==> config.mk <==
export PLATFORM = sky130hd
export DESIGN_NAME = bcs_top
export DESIGN_NICKNAME = d
export VERILOG_FILES = /design/src/bcs_pkg.sv /design/src/bcs_top.sv
export VERILOG_INCLUDE_DIRS = /design/src
export SDC_FILE = /design/constraint.sdc
export NUM_CORES = 1
export LEC_CHECK = 0
export ABC_CLOCK_PERIOD_IN_PS = 2550
export BUFFER_PORTS_ARGS = -buffer_cell sky130_fd_sc_hd__clkbuf_2
export CAP_MARGIN = 10
export CORE_ASPECT_RATIO = 1.4
export CORE_MARGIN = 10
export CORE_UTILIZATION = 40
export CTS_CLUSTER_DIAMETER = 200
export CTS_CLUSTER_SIZE = 12
export DETAILED_ROUTE_END_ITERATION = 8
export GPL_ROUTABILITY_DRIVEN = 0
export REMOVE_ABC_BUFFERS = 1
export SLEW_MARGIN = 20
export SYNTH_ARGS = -nofsm -noshare
export SYNTH_HDL_FRONTEND = slang
export SYNTH_SLANG_ARGS = --single-unit
==> constraint.sdc <==
create_clock -name clock_i -period 2.55 [get_ports clock_i]
set_clock_uncertainty 0.1 [all_clocks]
set_input_delay 0.1275 -clock clock_i [delete_from_list [all_inputs] [get_ports clock_i]]
set_output_delay 0.1275 -clock clock_i [all_outputs]
set_load 0.05 [all_outputs]
==> src/bcs_consts.svh <==
// constants of the bus configuration and reset strap block
// assumes inclusion by bare name from the package and the top module
`ifndef BCS_CONSTS_SVH
`define BCS_CONSTS_SVH

// ----------------------------------------
// register indices, byte address = 4 * index
// ----------------------------------------
`define BCS_IDX_BUS_CONFIG 8'h1B
`define BCS_IDX_STRAP_STAT 8'h1C
`define BCS_ADDR_BUS_CONFIG 16'h006C
`define BCS_ADDR_STRAP_STAT 16'h0070
`define BCS_CFG_RESET 8'h00

// ----------------------------------------
// configuration bit positions
// ----------------------------------------
`define BCS_BIT_PORT_BUS 0
`define BCS_BIT_TEST_ECHO 3
`define BCS_BIT_EXT_ROM 7
`define BCS_CFG_TEST_MODE 8'h89

// ----------------------------------------
// memory map
// ----------------------------------------
`define BCS_ROM_BASE 16'hF000
`define BCS_ROM_TOP 16'hFFFF
`define BCS_ZP_RAM_LO 16'h0040
`define BCS_ZP_RAM_HI 16'h00FF
`define BCS_SP_RAM_LO 16'h0140
`define BCS_SP_RAM_HI 16'h01FF
`define BCS_RAM_WORDS 192
`define BCS_RAM_OFS 8'h40

// ----------------------------------------
// strap window after reset release
// ----------------------------------------
`define BCS_STRAP_WIN_CYC 8'h10
`define BCS_DATA_ZERO 32'h0000_0000

`endif

==> src/bcs_pkg.sv <==
// types shared by the bus configuration block and its bench
// assumes bcs_consts.svh is on the include path
`include "bcs_consts.svh"
package bcs_pkg;

   // ----------------------------------------
   // on-chip cpu access
   // ----------------------------------------
   typedef struct packed {
      logic        valid;
      logic        write;
      logic [15:0] addr;
      logic [7:0]  wdata;
   } bcs_cpu_req_t;

   typedef struct packed {
      logic int_rom;
      logic ext_rom;
      logic ram;
   } bcs_mem_sel_t;

   // ----------------------------------------
   // strap sampling states
   // ----------------------------------------
   typedef enum logic [1:0] {
      ST_SAMPLE,
      ST_WAIT_BE,
      ST_DONE
   } bcs_strap_state_t;

endpackage

==> src/bcs_top.sv <==
// bus configuration register, reset strap sampling, rom/ram decode, scratch ram
// assumes an apb master on clock_i; bus_enable_input_i is an asynchronous pin
//
// What this block does
// - internal rom decodes at F000 to FFFF while internal rom selected.
// - scratch ram appears at 0040-00FF and 0140-01FF.
// - 192 byte static ram, nondestructive reads returning written value.
// - bus enable rising after reset release sets config bits 0, 3, 7.
// - test mode drives ports 0,1 as address, port 2 data, activity muxed.
// - bus enable high before reset release clears whole config register.
// - after strap sampling, bus enable no longer touches config; software writes.
// - rom choice from rom bit, processor choice from bus enable level.
// - port bus bit makes ports 0-2 address/data bus, else general io.
// - test echo bit copies on-chip ram reads and all on-chip writes onto external data bus; internal rom reads echo zero.
`timescale 1ns/10ps
`include "bcs_consts.svh"
module bcs_top (
   input wire logic clock_i,
   input wire logic reset_n_i,
   input wire logic psel_i,
   input wire logic penable_i,
   input wire logic pwrite_i,
   input wire logic [15:0] paddr_i,
   input wire logic [31:0] pwdata_i,
   output logic [31:0] prdata_o,
   output logic pready_o,
   output logic pslverr_o,
   input wire logic bus_enable_input_i,
   input wire bcs_pkg::bcs_cpu_req_t cpu_req_i,
   output logic [7:0] cpu_rdata_o,
   output bcs_pkg::bcs_mem_sel_t mem_sel_o,
   output logic [7:0] bus_config_o,
   output logic port_bus_mode_o,
   output logic activity_mux_o,
   output logic ext_processor_o,
   output logic echo_valid_o,
   output logic echo_write_o,
   output logic [7:0] echo_data_o
);

   // ----------------------------------------
   // reset release and pin synchronisers
   // ----------------------------------------
   logic rst_meta_reg;
   logic rst_sync_reg;
   logic be_meta_reg;
   logic be_sync_reg;

   always_ff @(posedge clock_i or negedge reset_n_i) begin
      if (!reset_n_i) begin
         rst_meta_reg <= 1'b0;
         rst_sync_reg <= 1'b0;
      end else begin
         rst_meta_reg <= 1'b1;
         rst_sync_reg <= rst_meta_reg;
      end
   end

   // bus enable keeps sampling through reset so its level is settled at release
   always_ff @(posedge clock_i) begin
      be_meta_reg <= bus_enable_input_i;
      be_sync_reg <= be_meta_reg;
   end

   // ----------------------------------------
   // apb decode
   // ----------------------------------------
   logic hit_cfg;
   logic hit_stat;
   logic apb_acc;
   logic cfg_wr;

   assign hit_cfg = (paddr_i == `BCS_ADDR_BUS_CONFIG);
   assign hit_stat = (paddr_i == `BCS_ADDR_STRAP_STAT);
   assign apb_acc = psel_i & penable_i;
   assign cfg_wr = apb_acc & pwrite_i & hit_cfg;
   assign pready_o = 1'b1;
   assign pslverr_o = apb_acc & ~(hit_cfg | hit_stat);

   // ----------------------------------------
   // strap sampling and config register
   // ----------------------------------------
   bcs_pkg::bcs_strap_state_t state_reg;
   logic [7:0] win_cnt_reg;
   logic [7:0] cfg_reg;
   logic test_strap_reg;

   // the window bounds how late a rising bus enable still counts as a strap;
   // later rises are ordinary ready/bus-enable use and must not reconfigure
   always_ff @(posedge clock_i or negedge reset_n_i) begin
      if (!reset_n_i) begin
         state_reg <= bcs_pkg::ST_SAMPLE;
         win_cnt_reg <= 8'h00;
      end else if (!rst_sync_reg) begin
         state_reg <= bcs_pkg::ST_SAMPLE;
         win_cnt_reg <= 8'h00;
      end else begin
         case (state_reg)
            bcs_pkg::ST_SAMPLE: begin
               state_reg <= be_sync_reg ? bcs_pkg::ST_DONE : bcs_pkg::ST_WAIT_BE;
            end
            bcs_pkg::ST_WAIT_BE: begin
               win_cnt_reg <= win_cnt_reg + 8'h01;
               if (be_sync_reg || cfg_wr || win_cnt_reg == `BCS_STRAP_WIN_CYC) begin
                  state_reg <= bcs_pkg::ST_DONE;
               end
            end
            bcs_pkg::ST_DONE: begin
               state_reg <= bcs_pkg::ST_DONE;
            end
            default: begin
               state_reg <= bcs_pkg::ST_DONE;
            end
         endcase
      end
   end

   always_ff @(posedge clock_i or negedge reset_n_i) begin
      if (!reset_n_i) begin
         cfg_reg <= `BCS_CFG_RESET;
         test_strap_reg <= 1'b0;
      end else if (!rst_sync_reg) begin
         cfg_reg <= `BCS_CFG_RESET;
         test_strap_reg <= 1'b0;
      end else if (cfg_wr) begin
         cfg_reg <= pwdata_i[7:0];
      end else if (state_reg == bcs_pkg::ST_WAIT_BE && be_sync_reg) begin
         cfg_reg <= `BCS_CFG_TEST_MODE;
         test_strap_reg <= 1'b1;
      end
   end

   // ----------------------------------------
   // apb read data
   // ----------------------------------------
   always_ff @(posedge clock_i or negedge reset_n_i) begin
      if (!reset_n_i) begin
         prdata_o <= `BCS_DATA_ZERO;
      end else if (psel_i && !penable_i && !pwrite_i) begin
         if (hit_cfg) begin
            prdata_o <= {24'h00_0000, cfg_reg};
         end else if (hit_stat) begin
            prdata_o <= {28'h000_0000, test_strap_reg, state_reg == bcs_pkg::ST_DONE,
                         state_reg == bcs_pkg::ST_WAIT_BE, be_sync_reg};
         end else begin
            prdata_o <= `BCS_DATA_ZERO;
         end
      end
   end

   // ----------------------------------------
   // memory decode
   // ----------------------------------------
   logic in_rom;
   logic in_ram;

   assign in_rom = (cpu_req_i.addr >= `BCS_ROM_BASE) && (cpu_req_i.addr <= `BCS_ROM_TOP);
   assign in_ram = ((cpu_req_i.addr >= `BCS_ZP_RAM_LO) && (cpu_req_i.addr <= `BCS_ZP_RAM_HI))
                || ((cpu_req_i.addr >= `BCS_SP_RAM_LO) && (cpu_req_i.addr <= `BCS_SP_RAM_HI));

   always_ff @(posedge clock_i or negedge reset_n_i) begin
      if (!reset_n_i) begin
         mem_sel_o <= '0;
      end else begin
         mem_sel_o.int_rom <= cpu_req_i.valid & in_rom & ~cfg_reg[`BCS_BIT_EXT_ROM];
         mem_sel_o.ext_rom <= cpu_req_i.valid & in_rom & cfg_reg[`BCS_BIT_EXT_ROM];
         mem_sel_o.ram <= cpu_req_i.valid & in_ram;
      end
   end

   // ----------------------------------------
   // scratch ram, both pages share the same cells
   // ----------------------------------------
   logic [7:0] ram_mem [0:`BCS_RAM_WORDS-1];
   logic [7:0] ram_idx;

   assign ram_idx = cpu_req_i.addr[7:0] - `BCS_RAM_OFS;

   // no reset on the array: contents hold as long as the clock runs or stops
   always_ff @(posedge clock_i) begin
      if (cpu_req_i.valid && cpu_req_i.write && in_ram) begin
         ram_mem[ram_idx] <= cpu_req_i.wdata;
      end
   end

   always_ff @(posedge clock_i or negedge reset_n_i) begin
      if (!reset_n_i) begin
         cpu_rdata_o <= 8'h00;
      end else if (cpu_req_i.valid && !cpu_req_i.write && in_ram) begin
         cpu_rdata_o <= ram_mem[ram_idx];
      end
   end

   // ----------------------------------------
   // pin configuration and test echo
   // ----------------------------------------
   assign bus_config_o = cfg_reg;
   assign port_bus_mode_o = cfg_reg[`BCS_BIT_PORT_BUS];
   assign activity_mux_o = cfg_reg[`BCS_BIT_TEST_ECHO];
   assign ext_processor_o = ~be_sync_reg;

   always_ff @(posedge clock_i or negedge reset_n_i) begin
      if (!reset_n_i) begin
         echo_valid_o <= 1'b0;
         echo_write_o <= 1'b0;
         echo_data_o <= 8'h00;
      end else begin
         echo_valid_o <= cfg_reg[`BCS_BIT_TEST_ECHO] & cpu_req_i.valid
                         & (in_ram | (in_rom & ~cfg_reg[`BCS_BIT_EXT_ROM]));
         echo_write_o <= cpu_req_i.write;
         // rom reads echo zero here: the rom array lives outside this block
         echo_data_o <= cpu_req_i.write ? cpu_req_i.wdata
                        : (in_ram ? ram_mem[ram_idx] : 8'h00);
      end
   end

endmodule

=== Word-level counts from Yosys, hierarchy flattened ===
Memory sizes are Yosys's and may differ from the RTL's.
Index checks and enable logic that the tools add are counted.

* Memories: 1
* Bits in latches: 0
* Memory bits (writable): 1,536
* Logic and storage cells: 87
* Output and inout bits: 66
* Bits in registers: 76
* Input bits: 80
* Bits in read-only memories: 0

{| class="wikitable"
|+ Memory list
! name !! depth !! width !! rd ports !! clocked after Yosys merged registers in !! write ports !! RTL line !! source
|-
| ram_mem || 192 || 8 || 1 || 0 || 1 || bcs_top.sv:174 || <nowiki>logic [7:0] ram_mem [0:`BCS_RAM_WORDS-1];</nowiki>
|}

* Reduce and logical (&&, ||, !) cells: 18
* Div/mod/pow operators: 0
* Magnitude comparators: 6
* Multiply operators: 0
* Equality and inequality tests: 10
* Multiplexer cells: 18
* Add/sub/neg operators: 2
* Bitwise operators: 16
* Shift operators: 0

{| class="wikitable"
|+ Operators by type and width
! operator !! number
|-
| 8-bit two-way mux || 8
|-
| 16-bit by 7-bit equality test with 1-bit output, second input constant || 2
|-
| 16-bit >= comparator, second input constant || 1
|-
| 16-bit by 7-bit >= comparator with 1-bit output, second input constant || 1
|-
| 16-bit by 9-bit >= comparator with 1-bit output, second input constant || 1
|-
| 16-bit <= comparator, second input constant || 1
|-
| 16-bit by 8-bit <= comparator with 1-bit output, second input constant || 1
|-
| 16-bit by 9-bit <= comparator with 1-bit output, second input constant || 1
|-
| 1-bit bitwise AND || 11
|-
| 1-bit logical AND || 10
|-
| 8-bit by 1-bit adder with 8-bit output, second input constant || 1
|-
| 8-bit by 5-bit equality test with 1-bit output, second input constant || 1
|-
| 8-bit by 7-bit subtractor with 8-bit output, second input constant || 1
|-
| 2-bit two-way mux || 3
|-
| 1-bit two-way mux || 5
|-
| 4-bit two-way mux || 1
|-
| 2-bit by 1-bit inequality test with 1-bit output, second input constant || 2
|-
| 2-bit case mux with 2 select lines || 1
|-
| 1-bit logical NOT || 3
|-
| 1-bit logical OR || 3
|-
| 3-bit by 1-bit inequality test with 1-bit output, second input constant || 1
|-
| 3-bit inequality test, second input constant || 1
|-
| 1-bit NOT || 3
|-
| 2-bit by 1-bit equality test with 1-bit output, second input constant || 1
|-
| other kinds (5) || 6
|}

=== Logic depth before layout (Yosys ltp) ===
Gate-level depths: netlist (run 1).

* Depth after elaboration: 8
* Depth in mapped cells: 12
* Mapped depth without buffers: 8

=== Worst setup path after synthesis (run 1) ===
No wires, ideal clock.

* Path type: input port to flip-flop
* Start: in cpu_req_i[8] in the netlist's numbering
* End: mem ram_mem[23][0], enable pin
* Arrival: 2.172 ns
* Slack: -0.093 ns
* Stages: 11
* Path buffers: 4
* Library setup time: 0.370 ns
* Required time: 2.080 ns
* Cells stage by stage: buf_6 > buf_8 > buf_12 > nor2_1 > nand4_1 > a21oi_1 > and2_1 > and3_1 > nand2_1 > buf_2 > nor2_1

* Word-level cells in the longest chain between the ends: 6
* Elaborated cells on any way between the ends: 11
* Those cells by class: add/sub: 1; order compare: 4; mux: 2; reduce/logical: 4

{| class="wikitable"
|+ Ends and longest elaborated chain
! element !! RTL line !! source
|-
| start, declared || bcs_top.sv:29 || <nowiki>input wire bcs_pkg::bcs_cpu_req_t cpu_req_i,</nowiki>
|-
| 16-bit by 7-bit >= comparator with 1-bit output (no line) (tied with other cells) || -- ||
|-
| 1-bit logical AND, on equally long branches || bcs_top.sv:158, bcs_top.sv:159 ||
|-
| 1-bit logical OR || bcs_top.sv:158 || <nowiki>assign in_ram = ((cpu_req_i.addr >= `BCS_ZP_RAM_LO) && (cpu_req_i.addr <= `BCS_ZP_RAM_HI))</nowiki>
|-
| 1-bit logical AND || bcs_top.sv:181 || <nowiki>if (cpu_req_i.valid && cpu_req_i.write && in_ram) begin</nowiki>
|-
| 1-bit two-way mux || bcs_top.sv:181 ||
|-
| 1-bit two-way mux (implied by the code) || bcs_top.sv:182 || <nowiki>ram_mem[ram_idx] <= cpu_req_i.wdata;</nowiki>
|-
| end, declared || bcs_top.sv:174 ||
|}

Parallel ways exist; a longest one is shown, timed or not.

=== Final worst setup path (run 1) ===
* Start: mem ram_mem[185][5]
* End: reg cpu_rdata_o[5] (read register of ram_mem)

* Word-level cells in the longest chain between the ends: 1

{| class="wikitable"
|+ Ends and longest elaborated chain
! element !! RTL line !! source
|-
| memory 192 x 8 bit || -- ||
|-
| end, declared || bcs_top.sv:30 || <nowiki>output logic [7:0] cpu_rdata_o,</nowiki>
|}

Every way passes these cells.
A chain may end at the register's enable or synchronous reset.

==> impl_metrics.env, run 1 <==
export IMPL_synthTopCellsByCount="edfxtp_1 (1536), mux4_2 (316), nor2_1 (245), mux2i_1 (131), a22oi_1 (102)"
export IMPL_hold_path_class="in -> reg"
export IMPL_clockRootBuffer="clkbuf_16"
export IMPL_chipWidth_um=353
export IMPL_crit_type="reg -> reg"
export IMPL_grt_max_degree=89
export IMPL_cts_buffer_depth=3
export IMPL_worst_slew_pin_slew_ps=879
export IMPL_arrival_ps=3080
export IMPL_synth_seq_cells=1588
export IMPL_dr_pass1_iters=5
export IMPL_h_tree_depth=4
export IMPL_grt_pass1_vias=34500
export IMPL_grt_pass1_wl_um=243000
export IMPL_fin_crit_sh=0.984
export IMPL_crit_path_end_kind="flop"
export IMPL_die_h_um=487
export IMPL_startpoint_type="flop"
export IMPL_largest_register_ffs=1536
export IMPL_critical_path_top_delay_family="compound AO/OA/AOI/OAI gates"
export IMPL_leakage_nw=25.1
export IMPL_netlist_area_leader_share=0.742
export IMPL_largest_register="ram_mem"
export IMPL_finalHoldViolCount=0
export IMPL_avgSynthCellArea_um2=20.2
export IMPL_min_period_ps=2510
export IMPL_cts_sinks=1588
export IMPL_antenna_left=0
export IMPL_path_cells="mux4_2 -> a22o_4 -> a221oi_1 -> buf_4 -> o22ai_1 -> o21ai_1 -> buf_4 -> o31ai_2 -> mux2_2"
export IMPL_crit_slowest_cell="mux4_2"
export IMPL_ys_warn_count=0
export IMPL_num_vias=33100
export IMPL_ys_flop_type="edfxtp_1"
export IMPL_synth_top_cell_by_area="edfxtp_1"
export IMPL_grt_usage=0.193
export IMPL_synth_edf_count=1536
export IMPL_die_area_um2=172000
export IMPL_cp_max_fo=2
export IMPL_slowest_delay_ps=490
export IMPL_yosysMostFrequentCell="edfxtp_1"
export IMPL_max_slew_margin=0.414
export IMPL_cts_buffers=150
export IMPL_ios=146
export IMPL_path_clk_slew_ps=60
export IMPL_overflow=0
export IMPL_rsz0062_at_grt="true"
export IMPL_whs_ps=86.6
export IMPL_dpl_hpwl_um=114000
export IMPL_setup_viol=0
export IMPL_start_util=0.402
export IMPL_synth_cell_types=73
export IMPL_synth_area_top_cells="edfxtp_1 (74%), mux4_2 (11%), mux2i_1 (2.1%)"
export IMPL_core_area_um2=155000
export IMPL_layout_nets=3930
export IMPL_status="finished, final reports clean"
export IMPL_synth_yosys_seq_area_share=0.762
export IMPL_post_route_drc_count=0
export IMPL_area_growth_pct=20.0
export IMPL_power_density_nw_per_um2=698
export IMPL_clk_latency_ps=770
export IMPL_synthArstFlopShare=0.0315
export IMPL_wl_um=168000
export IMPL_vdd_ir_drop_max_mv=0.665
export IMPL_dr_first_iter_drc_count=3122
export IMPL_syn_inst=3072
export IMPL_cp_common_cell="buf_4"
export IMPL_cap_violations=0
export IMPL_synth_area_um2=62200
export IMPL_final_max_slew_viol_count=0
export IMPL_antenna_found_initial=1
export IMPL_cp_required_ps=3120
export IMPL_avgRoutedWirePerCell_um=28.1
export IMPL_path_buf_inv=2
export IMPL_vias_per_cell=5.54
export IMPL_cts_tree="done"
export IMPL_total_power_mw=52.1
export IMPL_max_freq_mhz=399
export IMPL_num_rows=171
export IMPL_drive_gt1_frac=0.333
export IMPL_io_buffers=95
==> logic make-up after synthesis <==
kind of cell,share of synthesized area
and+or+nand+nor,0.0309
other,0.000121
xor gates and xnor gates,0.000704
DFF,0.762
buffers and inverters,0.0246
muxes,0.142
adders and majority gates,0.00121
AOI/OAI and AO/OA,0.0380
==> metal layers <==
layer  track usage  up-vias  part of all wire
met1         0.227    17400              0.37
met2         0.344     1243              0.52
li1              -    14100                 -
met3        0.0278      354             0.055
met4        0.0936        0             0.053
met5             0        -                 0
==> area by class of cell <==
cell class | count | area, µm²
fill | 12700 | 80300
timing repair buffer | 808 | 6860
sequential | 1588 | 47400
inverter | 15 | 56.3
antenna | 1 | 2.50
multi-input combinational | 1281 | 13600
tap | 2076 | 2600
clock buffer | 190 | 3990
clock inverter | 11 | 118
==> tightest hold or removal path: stages <==
cell and delay, ps:
clkbuf_2 90, nand2_1 60, nor3_1 50, buf_4 150, nand4_1 100, buf_4 160
a31oi_1 90, nor2_1 80
==> report_power, final <==
group | total, mW | switching, mW | leakage, nW | internal [mW]
Sequential | 28.7 | 0.0310 | 14.5 | 28.6
Combinational | 3.47 | 2.10 | 8.57 | 1.37
Clock | 19.9 | 9.06 | 2.00 | 10.9
==> placed cells by master (no fill, tap or decap), drive strengths merged, types with 5 or more instances in the layout <==
| cell type | instances |
|---|---|
| mux2 | 18 |
| a22oi | 102 |
| nand2 | 70 |
| ha | 6 |
| o22ai | 17 |
| clkbuf | 274 |
| conb | 26 |
| a221oi | 25 |
| nor3 | 21 |
| mux4 | 324 |
| a31oi | 14 |
| and3 | 5 |
| and2 | 10 |
| nor2 | 245 |
| nand2b | 8 |
| nor4 | 15 |
| inv | 22 |
| dlygate4sd3 | 55 |
| buf | 669 |
| a311oi | 5 |
| mux2i | 131 |
| a22o | 35 |
| nor2b | 10 |
| nand3 | 22 |
| o21ai | 44 |
| nand4 | 8 |
| dfrtp | 50 |
| edfxtp | 1536 |
| a211oi | 5 |
| or3 | 5 |
| a21oi | 55 |
==> repair_timing <==
item	CTS	global route
gates cloned	0	0
endpoints found under the hold margin	1083	0
setup buffers	0	4
resized for setup	22	19
pin swaps	5	8
endpoints found under the setup margin	10	13
hold buffers	55	0
==> final timing paths <==
| kind | from | to | slack (ps) | cells past startpoint |
|---|---|---|---|---|
| setup / recovery | ram_mem[185][5] | cpu_rdata_o[5] | 40 | 9 |
| hold / removal | paddr_i[2] | test_strap_reg | 90 | 8 |
| setup reg to reg | ram_mem[185][5] | cpu_rdata_o[5] | 40 | 9 |
| hold reg to reg | be_meta_reg | be_sync_reg | 230 | 0 |
| max in group asynchronous | reset_n_i | cpu_rdata_o[2] | 1420 | 4 |
| min in group asynchronous | reset_n_i | win_cnt_reg[4] | 460 | 4 |
==> stage by stage <==
stage / std cells / utilization / setup WS, ps / TNS, ps / area [µm²]
after floorplan: 2884 / - / -1270 / -1941140 / 60800
after global placement: 5710 / 0.450 / -827 / -141370 / 69700
after detailed placement: 5710 / 0.450 / -797 / -182670 / 69700
after CTS: 5965 / 0.481 / 1.21 / 0 / 74500
after global routing: 5970 / 0.482 / -26.3 / -31.4 / 74600
final: 5970 / 0.482 / 40.8 / 0 / 74600
Power figures use the tool's default switching activity.
==> run 2: changes to the inputs <==
CORE_UTILIZATION = 45   (was 40)
REMOVE_ABC_BUFFERS = default   (was 1)
==> impl_metrics.env, run 2 (synthesis gave the netlist of run 1 again) <==
export IMPL_crit_path_end_kind="flop"
export IMPL_wl_met2_um=89600
export IMPL_fin_crit_sh=1.01
export IMPL_antenna_found_initial=4
export IMPL_hold_path_class="in -> reg"
export IMPL_whs_ps=27.2
export IMPL_avgRoutedWirePerCell_um=30.5
export IMPL_multi_input_area_um2=13700
export IMPL_chipWidth_um=334
export IMPL_worst_slew_pin_slew_ps=879
export IMPL_ff_latch_area_um2=47400
export IMPL_cts_sinks=1588
export IMPL_final_common_cell="edfxtp_1"
export IMPL_largest_register="ram_mem"
export IMPL_cp_startpoint="ram_mem[39][5]"
export IMPL_fin_ws_ps=-32.8
export IMPL_dr_pass1_iters=6
export IMPL_final_cells=5622
export IMPL_finalHoldViolCount=0
export IMPL_vdd_ir_drop_max_mv=0.756
export IMPL_dr_max_layer_used="met5"
export IMPL_place_inst=5366
export IMPL_max_slew_margin=0.414
export IMPL_grt_pass1_wl_um=248000
export IMPL_num_rows=161
export IMPL_wl_um=172000
export IMPL_antenna_left=0
export IMPL_setup_viol=1
export IMPL_cts_tree="done"
export IMPL_ios=146
export IMPL_die_h_um=460
export IMPL_violations="setup timing"
export IMPL_critical_path_depth=7
export IMPL_largest_register_ffs=1536
export IMPL_drive_gt1_frac=0.331
export IMPL_clockRootBuffer="clkbuf_16"
export IMPL_grt_usage=0.222
export IMPL_leakage_nw=24.8
export IMPL_critical_path_top_delay_family="compound AO/OA/AOI/OAI gates"
export IMPL_slowest_delay_ps=550
export IMPL_grt_max_degree=114
export IMPL_io_buffers=95
export IMPL_cts_buffer_depth=3
export IMPL_cts_buffers=150
export IMPL_die_area_um2=154000
export IMPL_dpl_hpwl_um=115000
export IMPL_arrival_ps=3150
export IMPL_crit_slowest_cell="a221oi_1"
export IMPL_r2r_setup_slack_ps=-30
export IMPL_status="finished with violations"
export IMPL_startpoint_type="flop"
export IMPL_cp_max_fo=2
export IMPL_min_period_ps=2580
export IMPL_crit_type="reg -> reg"
export IMPL_overflow=0
export IMPL_layout_common_cells="edfxtp_1 (1536), buf_4 (518), mux4_2 (320)"
export IMPL_r2r_start="ram_mem[39][5]"
export IMPL_max_freq_mhz=387
export IMPL_layout_nets=3867
export IMPL_post_place_ws_ps=-835
export IMPL_vias_per_cell=5.92
export IMPL_area_growth_pct=19.1
export IMPL_power_density_nw_per_um2=702
export IMPL_dr_first_iter_drc_count=3348
export IMPL_core_area_um2=137000
export IMPL_cp_required_ps=3120
export IMPL_regToRegEndpoint="cpu_rdata_o[5]"
export IMPL_wl_met1_um=63800
export IMPL_critPathCapture="cpu_rdata_o[5]"
export IMPL_wl_met3_um=11000
export IMPL_grt_pass1_vias=34900
export IMPL_clk_latency_ps=790
export IMPL_path_clk_slew_ps=70
export IMPL_path_buf_inv=1
export IMPL_post_route_drc_count=0
export IMPL_r2r_cells=7
export IMPL_path_cells="mux4_2 -> a221oi_1 -> o21ai_1 -> a211oi_2 -> buf_4 -> o31ai_4 -> mux2_4"
export IMPL_fillers=10600
export IMPL_rsz0062_at_grt="false"
export IMPL_cap_violations=0
export IMPL_h_tree_depth=4
export IMPL_final_max_slew_viol_count=0
export IMPL_start_util=0.453
export IMPL_num_vias=33300
[run 2: cell count changes in the layout (fill, tap and decap cells not counted), sizes merged]
cell / previous run / this run
clkbuf: 274 / 271
dlygate4sd3: 55 / 54
inv: 22 / 19
buf: 669 / 608
clkinv: 4 / 7
[run 2: repair_timing]
item                        CTS  global route
hold endpoints to repair   1051             2
gates resized for setup      44            29
buffers inserted              0             2
hold buffers                 53             2
setup endpoints to repair    14            15
pin swaps                     9            15
[run 2: report_power, final]
part | switching [mW] | total (mW) | internal, mW
clock network | 9.06 | 19.9 | 10.8
registers | 0.0391 | 28.7 | 28.6
logic | 2.13 | 3.47 | 1.34
total | 11.2 | 52.0 | 40.8
[run 2: worst register-to-register path, stage by stage (launching register included)]
cell and delay [ps]:
edfxtp_1 370, mux4_2 500, a221oi_1 550, o21ai_1 170
a211oi_2 260, buf_4 180, o31ai_4 60, mux2_4 290
[run 2: worst min path at each step]
| stage | start | to | cells past startpoint |
|---|---|---|---|
| finish | paddr_i[2] | bus_config_o[1] | 7 |
| global route | paddr_i[2] | bus_config_o[1] | 7 |
| CTS | penable_i | test_strap_reg | 4 |
| detailed placement | bus_enable_input_i | be_meta_reg | 1 |
| global placement | bus_enable_input_i | be_meta_reg | 1 |
| floorplan | reset_n_i | bus_config_o[0] | 0 |
[run 2: layout make-up]
cell class | count | share of cell area
well taps | 1793 | 0.0303
inverters | 15 | 0.000760
clock inverters | 11 | 0.00171
diodes | 1 | 0.0000338
clock buffers | 188 | 0.0535
flip-flops and latches | 1588 | 0.640
multi-input cells | 1281 | 0.185
repair buffers | 745 | 0.0882
[run 2: per-layer routing]
metal  global-route usage  vias to the layer above
li1                     -                    13900
met1                0.269                    17600
met2                0.393                     1387
met3               0.0354                      319
met4               0.0938                        4
met5                    0                        -
[run 2: stage by stage]
step                       util  power (mW)  area [µm²]  TNS (ps)
final                     0.539        52.0       74100     -32.8
after global routing      0.539        53.5       74100         0
after CTS                 0.538        52.4       73900         0
after detailed placement  0.503        32.6       69100    -81660
after global placement    0.503        32.5       69100    -53360
after floorplan               -        30.8       62300    -74220
